$ cat config.mk
export PLATFORM = sky130hd
export DESIGN_NAME = srw_top
export DESIGN_NICKNAME = d
export VERILOG_FILES = /design/src/rtl/srw_top.v
export VERILOG_INCLUDE_DIRS = /design/src /design/src/common
export SDC_FILE = /design/constraint.sdc
export NUM_CORES = 1
export LEC_CHECK = 0
export BUFFER_PORTS_ARGS = -buffer_cell sky130_fd_sc_hd__buf_2
export CAP_MARGIN = 30
export CORE_MARGIN = 1.5
export CORE_UTILIZATION = 56
export CTS_CLUSTER_DIAMETER = 120
export DETAILED_ROUTE_END_ITERATION = 16
export PLACE_DENSITY = 0.86
export SYNTH_ARGS = -nofsm -noshare
export SYNTH_HDL_FRONTEND = slang
export SYNTH_SLANG_ARGS = --single-unit
export TNS_END_PERCENT = 30
$ cat constraint.sdc
create_clock -name aclk -period 5.18 [get_ports aclk]
set_clock_uncertainty 0.05 [all_clocks]
set_input_delay 0.259 -clock aclk [delete_from_list [all_inputs] [get_ports aclk]]
set_output_delay 0.259 -clock aclk [all_outputs]
set_load 0.02 [all_outputs]
$ cat src/common/srw_defines.vh
/*
  Offsets, field positions, reset values and timing counts for the stop
  recovery and watchdog block. Assumes a 200 MHz aclk and byte addressing
  on a 32-bit AXI4-Lite bus.
*/
`ifndef SRW_DEFINES_VH
`define SRW_DEFINES_VH

// ==========================================================================
// Register map
// ==========================================================================
`define SRW_IDX_RECOVERY     8'h0B
`define SRW_IDX_RECOVERY_X   8'h0C
`define SRW_IDX_WD_MODE      8'h0F
`define SRW_IDX_CORE         8'h10
`define SRW_IDX_STATUS       8'h11
`define SRW_ADDR_W           8

// ==========================================================================
// Recovery register fields and reset values
// ==========================================================================
`define SRW_RC_DIV16         0
`define SRW_RC_DIV2          1
`define SRW_RC_SRC_LO        2
`define SRW_RC_DELAY         5
`define SRW_RC_LEVEL         6
`define SRW_RC_WARM          7
`define SRW_RC_RESET         7'h20
`define SRW_RCX_RESET        2'h0

// ==========================================================================
// Watchdog mode fields and reset values
// ==========================================================================
`define SRW_WM_HALT          2
`define SRW_WM_STOP          3
`define SRW_WM_XTAL          4
`define SRW_WM_RESET         5'h05

// ==========================================================================
// Core control register bits
// ==========================================================================
`define SRW_CC_REFRESH       0
`define SRW_CC_HALT          1
`define SRW_CC_STOP          2

// ==========================================================================
// Timing
// ==========================================================================
`define SRW_CLK_MHZ          200
`define SRW_DELAY_US         5000
`define SRW_WD_T0_US         5000
`define SRW_WD_T1_US         10000
`define SRW_WD_T2_US         20000
`define SRW_WD_T3_US         80000
`define SRW_SCLK_T0          128
`define SRW_SCLK_T1          256
`define SRW_SCLK_T2          512
`define SRW_SCLK_T3          2048
`define SRW_WM_WINDOW        60
`define SRW_FAST_HOLD        5
`define SRW_RST_PULSE        3'h4

`endif

$ cat src/rtl/srw_top.v
/*
  Stop recovery and watchdog block: wake source selection, warm/cold flag,
  recovery delay and a retriggerable watchdog, with an AXI4-Lite slave.
  Assumes pins and the RC oscillator tick arrive asynchronously and that the
  core reports halt, stop and refresh through the core control register.
*/
// Implementation choice: the AXI4-Lite register port.
// Contract
// - Source code 000 is power-on only; 001..101 pick p3 lines 0..3 or p2 line 7.
// - Code 110 wakes on NOR of port2 lines 0..3; 111 on NOR of 0..7.
// - Delay bit set inserts 5 ms reset delay after wake; resets to one.
// - Level bit one wakes on high, zero on low; resets to zero.
// - Warm flag is set on stop entry; zero means cold power-on.
// - Extra register 01 wakes on AND of port2 0..3, 10 on 0..7.
// - Watchdog is a retriggerable one-shot that resets the processor at terminal count.
// - Watchdog off after power-on; first refresh enables, later refreshes restart.
// - Refresh also modifies the core's zero, sign and overflow flags.
// - RC clock time-outs: 5, 10, 20, 80 ms for codes 00..11.
// - System clock time-outs: 128, 256, 512, 2048 cycles.
// - Time-out field resets to code 01.
// - Mode bit 2 keeps watchdog counting in halt; resets to one.
// - Mode bit 3 keeps watchdog running in stop, only with RC clock.
// - Mode bit 4 picks crystal clock; watchdog then stops in stop mode.
// - Permanent option enables watchdog from reset in run and halt regardless.
// - Watchdog time-out in stop keeps recovery and mode registers intact.
// - Watchdog mode writes accepted only in first 60 clocks after reset.
// - Recovery bit 1 selects undivided system clock; resets to zero.
// - Recovery bits write-only except read-only bit 7, cleared only by power-on.
// - Port2 pins driven as outputs are sampled at their driven level.
`timescale 1ns/1ps
`include "srw_defines.vh"

module srw_top #(
  parameter DELAY_CYC = `SRW_DELAY_US * `SRW_CLK_MHZ,
  parameter WD_CYC0   = `SRW_WD_T0_US * `SRW_CLK_MHZ,
  parameter WD_CYC1   = `SRW_WD_T1_US * `SRW_CLK_MHZ,
  parameter WD_CYC2   = `SRW_WD_T2_US * `SRW_CLK_MHZ,
  parameter WD_CYC3   = `SRW_WD_T3_US * `SRW_CLK_MHZ,
  parameter PERMANENT = 0
) (
  input  wire        aclk,
  input  wire        aresetn,
  input  wire        por_n,
  input  wire [7:0]  awaddr,
  input  wire        awvalid,
  output reg         awready,
  input  wire [31:0] wdata,
  input  wire [3:0]  wstrb,
  input  wire        wvalid,
  output reg         wready,
  output reg  [1:0]  bresp,
  output reg         bvalid,
  input  wire        bready,
  input  wire [7:0]  araddr,
  input  wire        arvalid,
  output reg         arready,
  output reg  [31:0] rdata,
  output reg  [1:0]  rresp,
  output reg         rvalid,
  input  wire        rready,
  input  wire [3:0]  port3_in,
  input  wire [7:0]  port2_in,
  input  wire [7:0]  port2_out,
  input  wire [7:0]  port2_oe,
  input  wire [3:1]  port3_analog,
  input  wire        rc_tick,
  input  wire        xtal_tick,
  output reg         wake,
  output reg         core_reset,
  output reg         flags_update,
  output reg         clk_undivided,
  output reg         clk_div16
);

  // ==========================================================================
  // Pin synchronisers
  // ==========================================================================
  wire [7:0] p2_level = (port2_oe & port2_out) | (~port2_oe & port2_in);
  reg  [13:0] pin_s1_q;
  reg  [13:0] pin_s2_q;
  reg         por_s1_q;
  reg         por_s2_q;
  reg         rc_prev_q;
  reg         xt_prev_q;

  always @(posedge aclk) begin
    pin_s1_q <= {xtal_tick, rc_tick, p2_level, port3_in};
    pin_s2_q <= pin_s1_q;
    por_s1_q <= por_n;
    por_s2_q <= por_s1_q;
    rc_prev_q <= pin_s2_q[12];
    xt_prev_q <= pin_s2_q[13];
  end

  wire [3:0] p3_s   = pin_s2_q[3:0];
  wire [7:0] p2_s   = pin_s2_q[11:4];
  wire       rc_ev  = pin_s2_q[12] & ~rc_prev_q;
  wire       xt_ev  = pin_s2_q[13] & ~xt_prev_q;
  wire       por_ok = por_s2_q;

  // ==========================================================================
  // Registers
  // ==========================================================================
  reg [6:0]  rec_q;
  reg        warm_q;
  reg [1:0]  recx_q;
  reg [4:0]  wm_q;
  reg        halt_q;
  reg        stop_q;
  reg        wd_on_q;
  reg [31:0] wd_cnt_q;
  reg [7:0]  win_q;
  reg [31:0] dly_q;
  reg        dly_on_q;
  reg [2:0]  pulse_q;
  reg        wd_fired_q;

  wire aw_ok = awvalid & wvalid & ~bvalid;
  wire wr_en = aw_ok & wstrb[0];
  wire [7:0] wb = wdata[7:0];
  wire [7:0] widx = {2'b00, awaddr[7:2]};
  wire wr_rec  = wr_en & (widx == `SRW_IDX_RECOVERY);
  wire wr_recx = wr_en & (widx == `SRW_IDX_RECOVERY_X);
  wire wr_wm   = wr_en & (widx == `SRW_IDX_WD_MODE) & (win_q < `SRW_WM_WINDOW);
  wire wr_core = wr_en & (widx == `SRW_IDX_CORE);
  wire refresh = wr_core & wb[`SRW_CC_REFRESH];
  wire map_ok  = (widx == `SRW_IDX_RECOVERY) | (widx == `SRW_IDX_RECOVERY_X) |
                 (widx == `SRW_IDX_WD_MODE) | (widx == `SRW_IDX_CORE);

  // ==========================================================================
  // Wake detection
  // ==========================================================================
  reg src_act;
  always @* begin
    case (rec_q[4:2])
      3'h1: src_act = p3_s[0];
      3'h2: src_act = p3_s[1] & ~port3_analog[1];
      3'h3: src_act = p3_s[2] & ~port3_analog[2];
      3'h4: src_act = p3_s[3] & ~port3_analog[3];
      3'h5: src_act = p2_s[7];
      3'h6: src_act = ~(|p2_s[3:0]);
      3'h7: src_act = ~(|p2_s);
      default: src_act = 1'b0;
    endcase
  end

  // The extra register is only consulted when the main source field is zero,
  // so a stray write there never overrides the main selection.
  reg srcx_act;
  always @* begin
    case (recx_q)
      2'h1: srcx_act = &p2_s[3:0];
      2'h2: srcx_act = &p2_s;
      default: srcx_act = 1'b0;
    endcase
  end

  // Level inversion only applies to single-pin sources; NOR/AND are fixed.
  wire lvl_hit = (rec_q[4:2] == 3'h0) ? 1'b0 :
                 (rec_q[4:2] >= 3'h6) ? src_act :
                 (src_act == rec_q[`SRW_RC_LEVEL]);
  wire wake_hit = lvl_hit | ((rec_q[4:2] == 3'h0) & srcx_act);

  // ==========================================================================
  // Watchdog
  // ==========================================================================
  reg [31:0] wd_limit;
  always @* begin
    if (wm_q[`SRW_WM_XTAL]) begin
      case (wm_q[1:0])
        2'h0: wd_limit = `SRW_SCLK_T0;
        2'h1: wd_limit = `SRW_SCLK_T1;
        2'h2: wd_limit = `SRW_SCLK_T2;
        default: wd_limit = `SRW_SCLK_T3;
      endcase
    end else begin
      case (wm_q[1:0])
        2'h0: wd_limit = WD_CYC0;
        2'h1: wd_limit = WD_CYC1;
        2'h2: wd_limit = WD_CYC2;
        default: wd_limit = WD_CYC3;
      endcase
    end
  end

  wire perm    = (PERMANENT != 0);
  wire wd_tick = wm_q[`SRW_WM_XTAL] ? xt_ev : 1'b1;
  wire run_ok  = stop_q ? (~wm_q[`SRW_WM_XTAL] & (perm | wm_q[`SRW_WM_STOP])) :
                 halt_q ? (perm | wm_q[`SRW_WM_HALT]) : 1'b1;
  wire wd_hit  = wd_on_q & run_ok & wd_tick & (wd_cnt_q + 32'h1 >= wd_limit);

  // ==========================================================================
  // Sequential state
  // ==========================================================================
  always @(posedge aclk) begin
    if (!aresetn) begin
      win_q      <= 8'h00;
      halt_q     <= 1'b0;
      stop_q     <= 1'b0;
      wd_on_q    <= perm;
      wd_cnt_q   <= 32'h0;
      dly_q      <= 32'h0;
      dly_on_q   <= 1'b0;
      pulse_q    <= 3'h0;
      wake       <= 1'b0;
      core_reset <= 1'b0;
      flags_update <= 1'b0;
      wd_fired_q <= 1'b0;
    end else begin
      if (win_q < `SRW_WM_WINDOW)
        win_q <= win_q + 8'h01;
      flags_update <= refresh;
      wake <= 1'b0;
      if (wr_core) begin
        halt_q <= wb[`SRW_CC_HALT];
        stop_q <= wb[`SRW_CC_STOP];
      end
      if (stop_q & wake_hit & ~wr_core) begin
        stop_q <= 1'b0;
        halt_q <= 1'b0;
        wake   <= ~rec_q[`SRW_RC_DELAY];
        dly_on_q <= rec_q[`SRW_RC_DELAY];
        dly_q  <= 32'h0;
      end
      if (dly_on_q) begin
        dly_q <= dly_q + 32'h1;
        if (dly_q + 32'h1 >= DELAY_CYC) begin
          dly_on_q <= 1'b0;
          wake     <= 1'b1;
        end
      end
      if (refresh) begin
        wd_on_q  <= 1'b1;
        wd_cnt_q <= 32'h0;
      end else if (wd_hit) begin
        wd_cnt_q <= 32'h0;
        pulse_q  <= `SRW_RST_PULSE;
        wd_fired_q <= 1'b1;
        stop_q   <= 1'b0;
      end else if (wd_on_q & run_ok & wd_tick) begin
        wd_cnt_q <= wd_cnt_q + 32'h1;
      end
      if (pulse_q != 3'h0)
        pulse_q <= pulse_q - 3'h1;
      core_reset <= (pulse_q != 3'h0) | wd_hit;
    end
  end

  // Configuration registers reset only on power-on, so a watchdog reset
  // taken in stop leaves the wake setup intact.
  always @(posedge aclk) begin
    if (!por_ok) begin
      rec_q  <= `SRW_RC_RESET;
      warm_q <= 1'b0;
      recx_q <= `SRW_RCX_RESET;
      wm_q   <= `SRW_WM_RESET;
    end else begin
      if (wr_rec)
        rec_q <= wb[6:0];
      if (wr_recx)
        recx_q <= wb[1:0];
      if (wr_wm)
        wm_q <= wb[4:0];
      if (wr_core & wb[`SRW_CC_STOP])
        warm_q <= 1'b1;
    end
  end

  always @(posedge aclk) begin
    if (!por_ok) begin
      clk_undivided <= 1'b0;
      clk_div16     <= 1'b0;
    end else begin
      clk_undivided <= rec_q[`SRW_RC_DIV2];
      clk_div16     <= rec_q[`SRW_RC_DIV16];
    end
  end

  // ==========================================================================
  // AXI4-Lite slave
  // ==========================================================================
  wire [7:0] ridx = {2'b00, araddr[7:2]};
  reg  [7:0] rd_val;
  reg        rd_ok;
  always @* begin
    rd_ok  = 1'b1;
    rd_val = 8'h00;
    case (ridx)
      `SRW_IDX_RECOVERY:   rd_val = {warm_q, 7'h00};
      `SRW_IDX_RECOVERY_X: rd_val = 8'h00;
      `SRW_IDX_WD_MODE:    rd_val = 8'h00;
      `SRW_IDX_CORE:       rd_val = {5'h00, stop_q, halt_q, 1'b0};
      `SRW_IDX_STATUS:     rd_val = {4'h0, wd_fired_q, dly_on_q,
                                     (win_q < `SRW_WM_WINDOW), wd_on_q};
      default:             rd_ok  = 1'b0;
    endcase
  end

  always @(posedge aclk) begin
    if (!aresetn) begin
      awready <= 1'b0;
      wready  <= 1'b0;
      bvalid  <= 1'b0;
      bresp   <= 2'h0;
      arready <= 1'b0;
      rvalid  <= 1'b0;
      rresp   <= 2'h0;
      rdata   <= 32'h0;
    end else begin
      awready <= 1'b0;
      wready  <= 1'b0;
      arready <= 1'b0;
      if (aw_ok & ~awready) begin
        awready <= 1'b1;
        wready  <= 1'b1;
        bvalid  <= 1'b1;
        bresp   <= map_ok ? 2'h0 : 2'h2;
      end else if (bvalid & bready) begin
        bvalid <= 1'b0;
      end
      if (arvalid & ~rvalid & ~arready) begin
        arready <= 1'b1;
        rvalid  <= 1'b1;
        rdata   <= {24'h0, rd_val};
        rresp   <= rd_ok ? 2'h0 : 2'h2;
      end else if (rvalid & rready) begin
        rvalid <= 1'b0;
      end
    end
  end

endmodule

; ---- Yosys cells after proc, flatten, opt, wreduce, memory -nomap -nowiden
; Cells that the tools add are included.
[totals]
n_memories = 0
latch_bits = 0
input_bits = 93
output_inout_bits = 46
ram_bits = 0
wordCells = 161
regBits = 147
romBits = 0
[op_classes]
reduce_logical = 16
n_shift = 0
multipliers = 0
order_cmp = 4
n_eq_ne = 22
n_bitwise = 50
add_sub_neg = 4
n_mux = 35
n_div = 0
[op_table]
columns = op, n
row1 = $mux W32, 3
row2 = $pmux W24 S3, 1
row3 = $add A32 B1 Y32 const B, 2
row4 = $eq A6 B4 Y1 const B, 6
row5 = $pmux W12 S3, 1
row6 = $ge A32 B20 Y1 const B, 1
row7 = $ge A32 B32 Y1, 1
row8 = $and A1 B1 Y1, 26
row9 = $pmux W8 S3, 1
row10 = $mux W1, 22
row11 = $eq A6 B5 Y1 const B, 3
row12 = $and A8 B8 Y8, 2
row13 = $not A1 Y1, 15
row14 = $eq A3 B3 Y1 const B, 4
row15 = $mux W3, 3
row16 = $add A8 B1 Y8 const B, 1
row17 = $lt A8 B6 Y1 const B, 1
row18 = $not A8 Y8, 1
row19 = $or A8 B8 Y8, 1
row20 = $reduce_and A8 Y1, 1
row21 = $reduce_bool A2 Y1, 4
row22 = $reduce_or A8 Y1, 1
row23 = $pmux W1 S7, 1
row24 = $eq A3 B2 Y1 const B, 2
row25 = 19 further kinds, 27

; ---- Logic depth before layout (Yosys ltp)
; Gate-level depths: netlist of the first run.
[depth]
ltp_word = 12
mapped_depth = 18
depth_no_buf = 16

; ---- Least setup slack after synthesis of the first run
; OpenSTA, ideal clock, no wires.
[synth_path]
path_kind = register to register
from = reg wd_cnt_q[0]
to = reg wd_cnt_q[0]
arrival_time_ns = 3.579
period_less_slack_ns = 3.692
required_time_ns = 5.068
path_slack_ns = 1.488
setup_time_ns = 0.062
path_buffers = 3
stages_incl_launch_ff = 17
path_cell_list = dfxtp_1 -> ha_1 -> nand4_1 -> or3_1 -> buf_2 -> or3_4 -> nor3_1 -> xor2_1 -> ha_1 -> nand2_1 -> o21ai_0 -> nor3_1 -> a31oi_2 -> or3_1 -> buf_6 -> buf_12 -> nor2_4
[synth_via]
elab_chain_len = 4
[synth_rtl]
columns = item, line
row1 = start: declaration, srw_top.v:111  ; reg [31:0] wd_cnt_q;
row2 = start signal: assignment, srw_top.v:241  ; wd_cnt_q <= wd_cnt_q + 32'h1;
row3 = $add A32 B1 Y32 (*), "srw_top.v:190, srw_top.v:241"
row4 = $ge A32 B32 Y1, srw_top.v:190  ; wire wd_hit = wd_on_q & run_ok & wd_tick & (wd_cnt_q + 32'h1 >= wd_limit);
row5 = $and A1 B1 Y1, srw_top.v:190
row6 = $reduce_or A3 Y1 (no line), -
; Every way passes the cells marked *; elsewhere a longest branch is shown, timed or not.
; A chain may end at the register's enable or synchronous reset.

; ---- Worst setup path after layout of the first run
[layout_path]
from = reg wd_cnt_q[0]
to = reg wd_cnt_q[1]
; The elaborated chain is that of the path after synthesis.

==> flow_summary.json, run 1 <==
{
  "grt_pass1_wl_um": 27900,
  "worstPathMaxFanout": 19,
  "yosysTopAreaCellShare_pct": 36.7,
  "comb_power_share_pct": 6.3,
  "cts_buffer_depth": 2,
  "drtPass1Iterations": 7,
  "finalHoldViolations": 0,
  "synth_cell_type_count": 72,
  "synth_ff_type": "dfxtp_1",
  "grt_setup_unrepaired": "false",
  "drt_first_iter_violations": 575,
  "synth_seq_area_share_pct": 36.7,
  "synthesis.yosys.warnings": 0,
  "switching_share_pct": 25.9,
  "wire_per_inst_um": 14.4,
  "synth_top_area_cell": "dfxtp_1",
  "fin_tns_setup_ns": 0,
  "die_height_um": 120,
  "cts_resized": 0,
  "syn_inst": 887,
  "track_usage_pct": 23.8,
  "period_minus_slack_ns": 4.55,
  "finalPower_mw": 2.52,
  "ant_nets": 0,
  "syn_area_um2": 7640,
  "maxCapViolCount": 0,
  "cts_root_buf": "clkbuf_16",
  "io_pins": 139,
  "hold_path.class": "primary input to register",
  "leakage_nw": 3.23,
  "route.detailed.drc": 0,
  "relSlewSlack_pct": 35.0,
  "die_x_um": 120,
  "met1_length_um": 7380,
  "worst_pin_slew_ns": 0.968,
  "htree_levels": 4,
  "pwr-share-seq_pct": 44.7,
  "min_period_over_period_pct": 87.9,
  "clock_latency_ns": 0.42,
  "ys_ff_latch": 140,
  "crit_arrival_ns": 4.86,
  "dr_wl_met3_um": 838,
  "diodes": 0,
  "yosys-top-cells-area": "dfxtp_1 37%, xnor2_1 4.6%, ha_1 3.9%, nand2_1 3.8%, nor2_1 3.4%",
  "grt_pass1_vias": 6134,
  "synth_edf_count": 0,
  "place_congestion": 0.884,
  "synthMostInstantiatedCell": "dfxtp_1",
  "num_rows": 42,
  "power.density_nw_per_um2": 290,
  "setup_viol": 0,
  "grt_max_degree": 40,
  "p_int_mw": 1.87,
  "fmax_ghz": 0.220,
  "critPathKind": "register to register",
  "cp.required_ns": 5.49,
  "dr_wl_met2_um": 7960,
  "slew_viol_final": 0,
  "cts_made_buffers": 17,
  "gr-total-overflow": 0,
  "power.switching_uw": 652,
  "placedCellCount": 1109,
  "top_layer_used": "met4",
  "async_reset_ff_share_pct": 0,
  "cts_tree": "done",
  "fp.dieArea_um2": 14300,
  "wirelength_um": 16500,
  "final_nets": 1075,
  "p_clk_share_pct": 49.1,
  "antenna_found_initial": 0,
  "initial_core_util_pct": 57.5,
  "clock-sinks": 140,
  "core-area_um2": 13300,
  "via_count": 6510,
  "dp_hpwl_um": 11300,
  "area_delta_synth_final_pct": 13.7,
  "port_buffers": 76,
  "crit_path_end_kind": "register",
  "syn_area_per_cell_um2": 8.61,
  "ir_worst_vdd_mv": 0.249,
  "avgViaCountPerCell": 5.68,
  "clkSlewWorstSetupHoldPaths_ns": 0.06,
  "start_kind": "register",
  "final_cells": 1147,
  "drive_above_1_share_pct": 18.5,
  "netlist_top_cells_count": "140 x dfxtp_1, 78 x nand2_1, 69 x nor2_1, 44 x nor3_1, 40 x xnor2_1",
  "fin_util_pct": 65.3,
  "status": "finished clean"
}
[cell type report]
type / count / area (µm²)
fillers: 1043 / 4610
repair buffers: 90 / 513
flip-flops and latches: 140 / 2800
clock inverters: 15 / 194
inverters: 27 / 101
clock buffers: 17 / 425
multi-input cells: 682 / 4430
well taps: 176 / 220
[logic make-up (layout without fill, tap and decap cells)]
logic type      Yosys count  in the layout  synth area share [%]
xor+xnor                 66             66                  7.57
simple gates            381            381                  27.8
compound gates          153            153                  13.3
flops                   140            140                  36.7
buf+inv                  93            149                  6.72
fa+ha+maj                24             24                  3.93
mux                      29             29                  3.98
other cells               1             29                0.0491
[critical path: stages, from the launching register on]
cell and delay, ns:
dfxtp_1 0.41, ha_1 0.26, nand4_1 0.16, or3_1 0.52, or3_4 0.44, nor3_1 0.24, xor2_1 0.18, ha_1 0.27
nand2_1 0.06, o21ai_0 0.08, nor3_1 0.39, a31oi_2 0.21, or3_2 0.78, buf_12 0.29, a21oi_1 0.12
[metrics by stage]
step | hold WS (ns) | area (µm²) | setup slack (ns)
after global placement | 0.260 | 8010 | 0.723
after global routing | 0.00684 | 8690 | 0.367
after floorplan | 0.237 | 7740 | 1.49
after CTS | 0.00174 | 8690 | 0.640
after detailed placement | 0.262 | 8010 | 0.739
final | 0.00979 | 8690 | 0.629
[cells in the final DEF, fill, tap and decap left out, types with 7 or more instances in the layout]
cell | netlist | final
ha_1 | 24 | 24
and3_1 | 12 | 12
mux2_2 | 11 | 11
xor2_1 | 26 | 26
inv_1 | 26 | 26
or2_2 | 9 | 9
o21a_1 | 15 | 15
a31oi_1 | 14 | 14
and4_1 | 7 | 7
nor2_4 | 20 | 20
nor2b_1 | 19 | 19
conb_1 | 1 | 29
xnor2_1 | 40 | 40
clkbuf_16 | 0 | 17
buf_2 | 2 | 76
nor3_1 | 44 | 44
o21ai_0 | 35 | 35
and2_1 | 8 | 8
nand2_1 | 78 | 78
nand2b_1 | 8 | 8
dfxtp_1 | 140 | 140
nor2_1 | 69 | 69
buf_4 | 30 | 7
or3_1 | 9 | 8
nand3_1 | 30 | 30
a21oi_1 | 36 | 36
mux2i_1 | 18 | 18
nand4_1 | 27 | 27
nor2_2 | 10 | 10
a21boi_0 | 10 | 10
[power by group through the flow]
stage / logic (mW) / registers, mW / clock network, mW
after floorplan: 0.117 / 1.15 / 0
after global placement: 0.149 / 1.15 / 0
after detailed placement: 0.153 / 1.15 / 0
after CTS: 0.158 / 1.13 / 1.25
after global routing: 0.177 / 1.13 / 1.30
final: 0.158 / 1.13 / 1.24
[worst paths after layout]
kind / start / end / slack (ns) / cells after the start
max reg2reg: wd_cnt_q[0] / wd_cnt_q[1] / 0.63 / 14
min: port2_out[5] / pin_s1_q[9] / 0.01 / 2
min reg2reg: pin_s1_q[1] / pin_s2_q[1] / 0.28 / 0
max: wd_cnt_q[0] / wd_cnt_q[1] / 0.63 / 14
[metal layers]
layer	vias to the layer above	GRT usage (%)
met3	29	4.94
met5	-	0
met2	199	39.8
met4	0	9.00
li1	3222	-
met1	3060	30.2
[registers in the layout, summed over array words and instances (netlist names), 2 cells and up]
name,count
pulse_q,3
win_q,8
recx_q,2
dly_q,32
pin_s1_q,13
pin_s2_q,13
wm_q,5
rdata,5
rec_q,7
wd_cnt_q,32
[what timing repair did]
item                                   CTS  global route
hold buffers                             6             0
endpoints found under the hold margin    6             0
setup buffers                            0             0
No activity file was read; power rests on OpenSTA's default activity.
==> inputs of run 2 (changes only) <==
--- a/config.mk
+++ b/config.mk
@@ -9,10 +9,11 @@
 export BUFFER_PORTS_ARGS = -buffer_cell sky130_fd_sc_hd__buf_2
 export CAP_MARGIN = 30
 export CORE_MARGIN = 1.5
-export CORE_UTILIZATION = 56
+export CORE_UTILIZATION = 30
 export CTS_CLUSTER_DIAMETER = 120
 export DETAILED_ROUTE_END_ITERATION = 16
-export PLACE_DENSITY = 0.86
+export MAX_ROUTING_LAYER = met4
+export PLACE_DENSITY = 0.54
 export SYNTH_ARGS = -nofsm -noshare
 export SYNTH_HDL_FRONTEND = slang
 export SYNTH_SLANG_ARGS = --single-unit
==> flow_summary.json, run 2 (synthesis results as in run 1) <==
{
  "ant_nets": 0,
  "hold_path.class": "primary input to register",
  "reg2reg_slack_ns": 0.85,
  "r2r-end": "wd_cnt_q[1]",
  "grt_setup_unrepaired": "false",
  "maxCapViolCount": 0,
  "grt_max_degree": 41,
  "area_delta_synth_final_pct": 17.8,
  "antenna_found_initial": 0,
  "final_nets": 1089,
  "fp.dieArea_um2": 26400,
  "ir_worst_vdd_mv": 0.227,
  "setup_viol": 0,
  "r2r-start": "wd_cnt_q[0]",
  "period_minus_slack_ns": 4.33,
  "leakage_nw": 3.28,
  "slew_viol_final": 0,
  "drt_first_iter_violations": 314,
  "clkSlewWorstSetupHoldPaths_ns": 0.07,
  "drtPass1Iterations": 4,
  "wire_per_inst_um": 13.2,
  "gr-total-overflow": 0,
  "crit_arrival_ns": 4.65,
  "p_int_mw": 1.83,
  "num_rows": 58,
  "start_kind": "register",
  "place_congestion": 0.804,
  "clock_latency_ns": 0.44,
  "die_x_um": 163,
  "layout_commonest_cell": "dfxtp_1",
  "fmax_ghz": 0.231,
  "finalHoldViolations": 0,
  "dp_hpwl_um": 12100,
  "relSlewSlack_pct": 33.7,
  "power.density_nw_per_um2": 282,
  "die_height_um": 163,
  "power.switching_uw": 707,
  "route.detailed.drc": 0,
  "final_cell_mix": "140 x dfxtp_1, 78 x nand2_1, 76 x buf_2",
  "initial_core_util_pct": 30.4,
  "via_count": 6327,
  "track_usage_pct": 14.2,
  "io_pins": 139,
  "htree_levels": 4,
  "cts_buffer_depth": 2,
  "worst_pin_slew_ns": 0.987,
  "status": "finished clean",
  "min_period_over_period_pct": 83.6,
  "diodes": 0,
  "grt_pass1_vias": 6046,
  "pwr-share-seq_pct": 44.3,
  "fin_tns_setup_ns": 0,
  "rr_worst_depth": 14,
  "cp-startpoint": "wd_cnt_q[0]",
  "comb_power_share_pct": 6.6,
  "worstPathMaxFanout": 19,
  "clock-sinks": 140,
  "cts_tree": "done",
  "fin_util_pct": 35.8,
  "reg_top3": "dly_q: 32 flops, wd_cnt_q: 32 flops",
  "critPathKind": "register to register",
  "p_clk_share_pct": 49.1,
  "wirelength_um": 17400,
  "crit_path_end_kind": "register",
  "cts_made_buffers": 17,
  "switching_share_pct": 27.8,
  "nFillCells": 2641,
  "avgViaCountPerCell": 4.81,
  "grt_pass1_wl_um": 29600,
  "hp-start": "port2_oe[5]",
  "core-area_um2": 25100,
  "cp.required_ns": 5.50,
  "cts_root_buf": "clkbuf_16",
  "whs_path_depth": 2,
  "holdPathEnd": "pin_s1_q[9]",
  "drive_above_1_share_pct": 18.3,
  "port_buffers": 76
}
==> run 2: changes by cell type in the layout (fill, tap and decap cells not counted) <==
cell / change
buf_4: +1
dlygate4sd3_1: +14
bufinv_16: -1
inv_8: -1
clkinv_8: +2
clkinvlp_4: -1
buf_12: -1
clkinv_4: +1
==> run 2: worst max path at each step <==
stage               slack (ns)          end
floorplan                 1.49  wd_cnt_q[0]
global placement          0.85  wd_cnt_q[1]
detailed placement        0.89  wd_cnt_q[1]
CTS                       0.85  wd_cnt_q[1]
global route              0.49  wd_cnt_q[1]
finish                    0.85  wd_cnt_q[1]
==> run 2: power groups by stage <==
stage | combinational, mW | clock (mW) | sequential, mW
after floorplan | 0.117 | 0 | 1.15
after global placement | 0.154 | 0 | 1.15
after detailed placement | 0.157 | 0 | 1.15
after CTS | 0.170 | 1.28 | 1.13
after global routing | 0.190 | 1.33 | 1.13
final | 0.168 | 1.25 | 1.13
==> run 2: timing repair <==
item,CTS,global route
hold buffers,20,0
setup buffers,0,0
hold endpoints to repair,14,0
endpoints found under the setup margin,0,0
resized for setup,0,0
==> run 2: per-stage QoR <==
stage	std cells	setup WS, ns	hold WS, ns	power (mW)	area, µm²
global placement	1263	0.854	0.260	1.30	8190
global route	1315	0.487	0.00369	2.65	9000
floorplan	915	1.49	0.237	1.27	7740
finish	1315	0.848	0.0133	2.54	9000
detailed placement	1263	0.888	0.262	1.31	8190
CTS	1315	0.852	0.00114	2.58	9000
==> run 2: layer usage <==
| layer | global-route usage [%] | share of wire [%] | vias up | wire, µm |
|---|---|---|---|---|
| met1 | 18.3 | 50 | 2926 | 8720 |
| met5 | - | 0 | - | 0 |
| met2 | 22.3 | 45 | 137 | 7760 |
| li1 | - | - | 3246 | - |
| met3 | 3.08 | 3.8 | 18 | 659 |
| met4 | 4.21 | 1.2 | 0 | 209 |
==> run 2: cell type report <==
cell class | instances | area [µm²] | share of cell area (%)
Inverter | 27 | 101 | 1.13
Multi-Input combinational cell | 682 | 4430 | 49.2
Clock buffer | 17 | 425 | 4.73
Sequential cell | 140 | 2800 | 31.1
Clock inverter | 15 | 186 | 2.07
Timing Repair Buffer | 104 | 641 | 7.12
Tap cell | 330 | 413 | 4.59
==> run 2: critical path, cell delays in order (launching register included) <==
cell     delay [ns]
dfxtp_1        0.42
ha_1           0.27
nand4_1        0.17
or3_1          0.52
or3_4          0.44
nor3_1         0.24
xor2_1         0.17
ha_1           0.26
nand2_1        0.06
o21ai_0        0.09
nor3_1         0.39
a31oi_2        0.21
or3_2          0.51
buf_4          0.29
a21oi_1        0.16
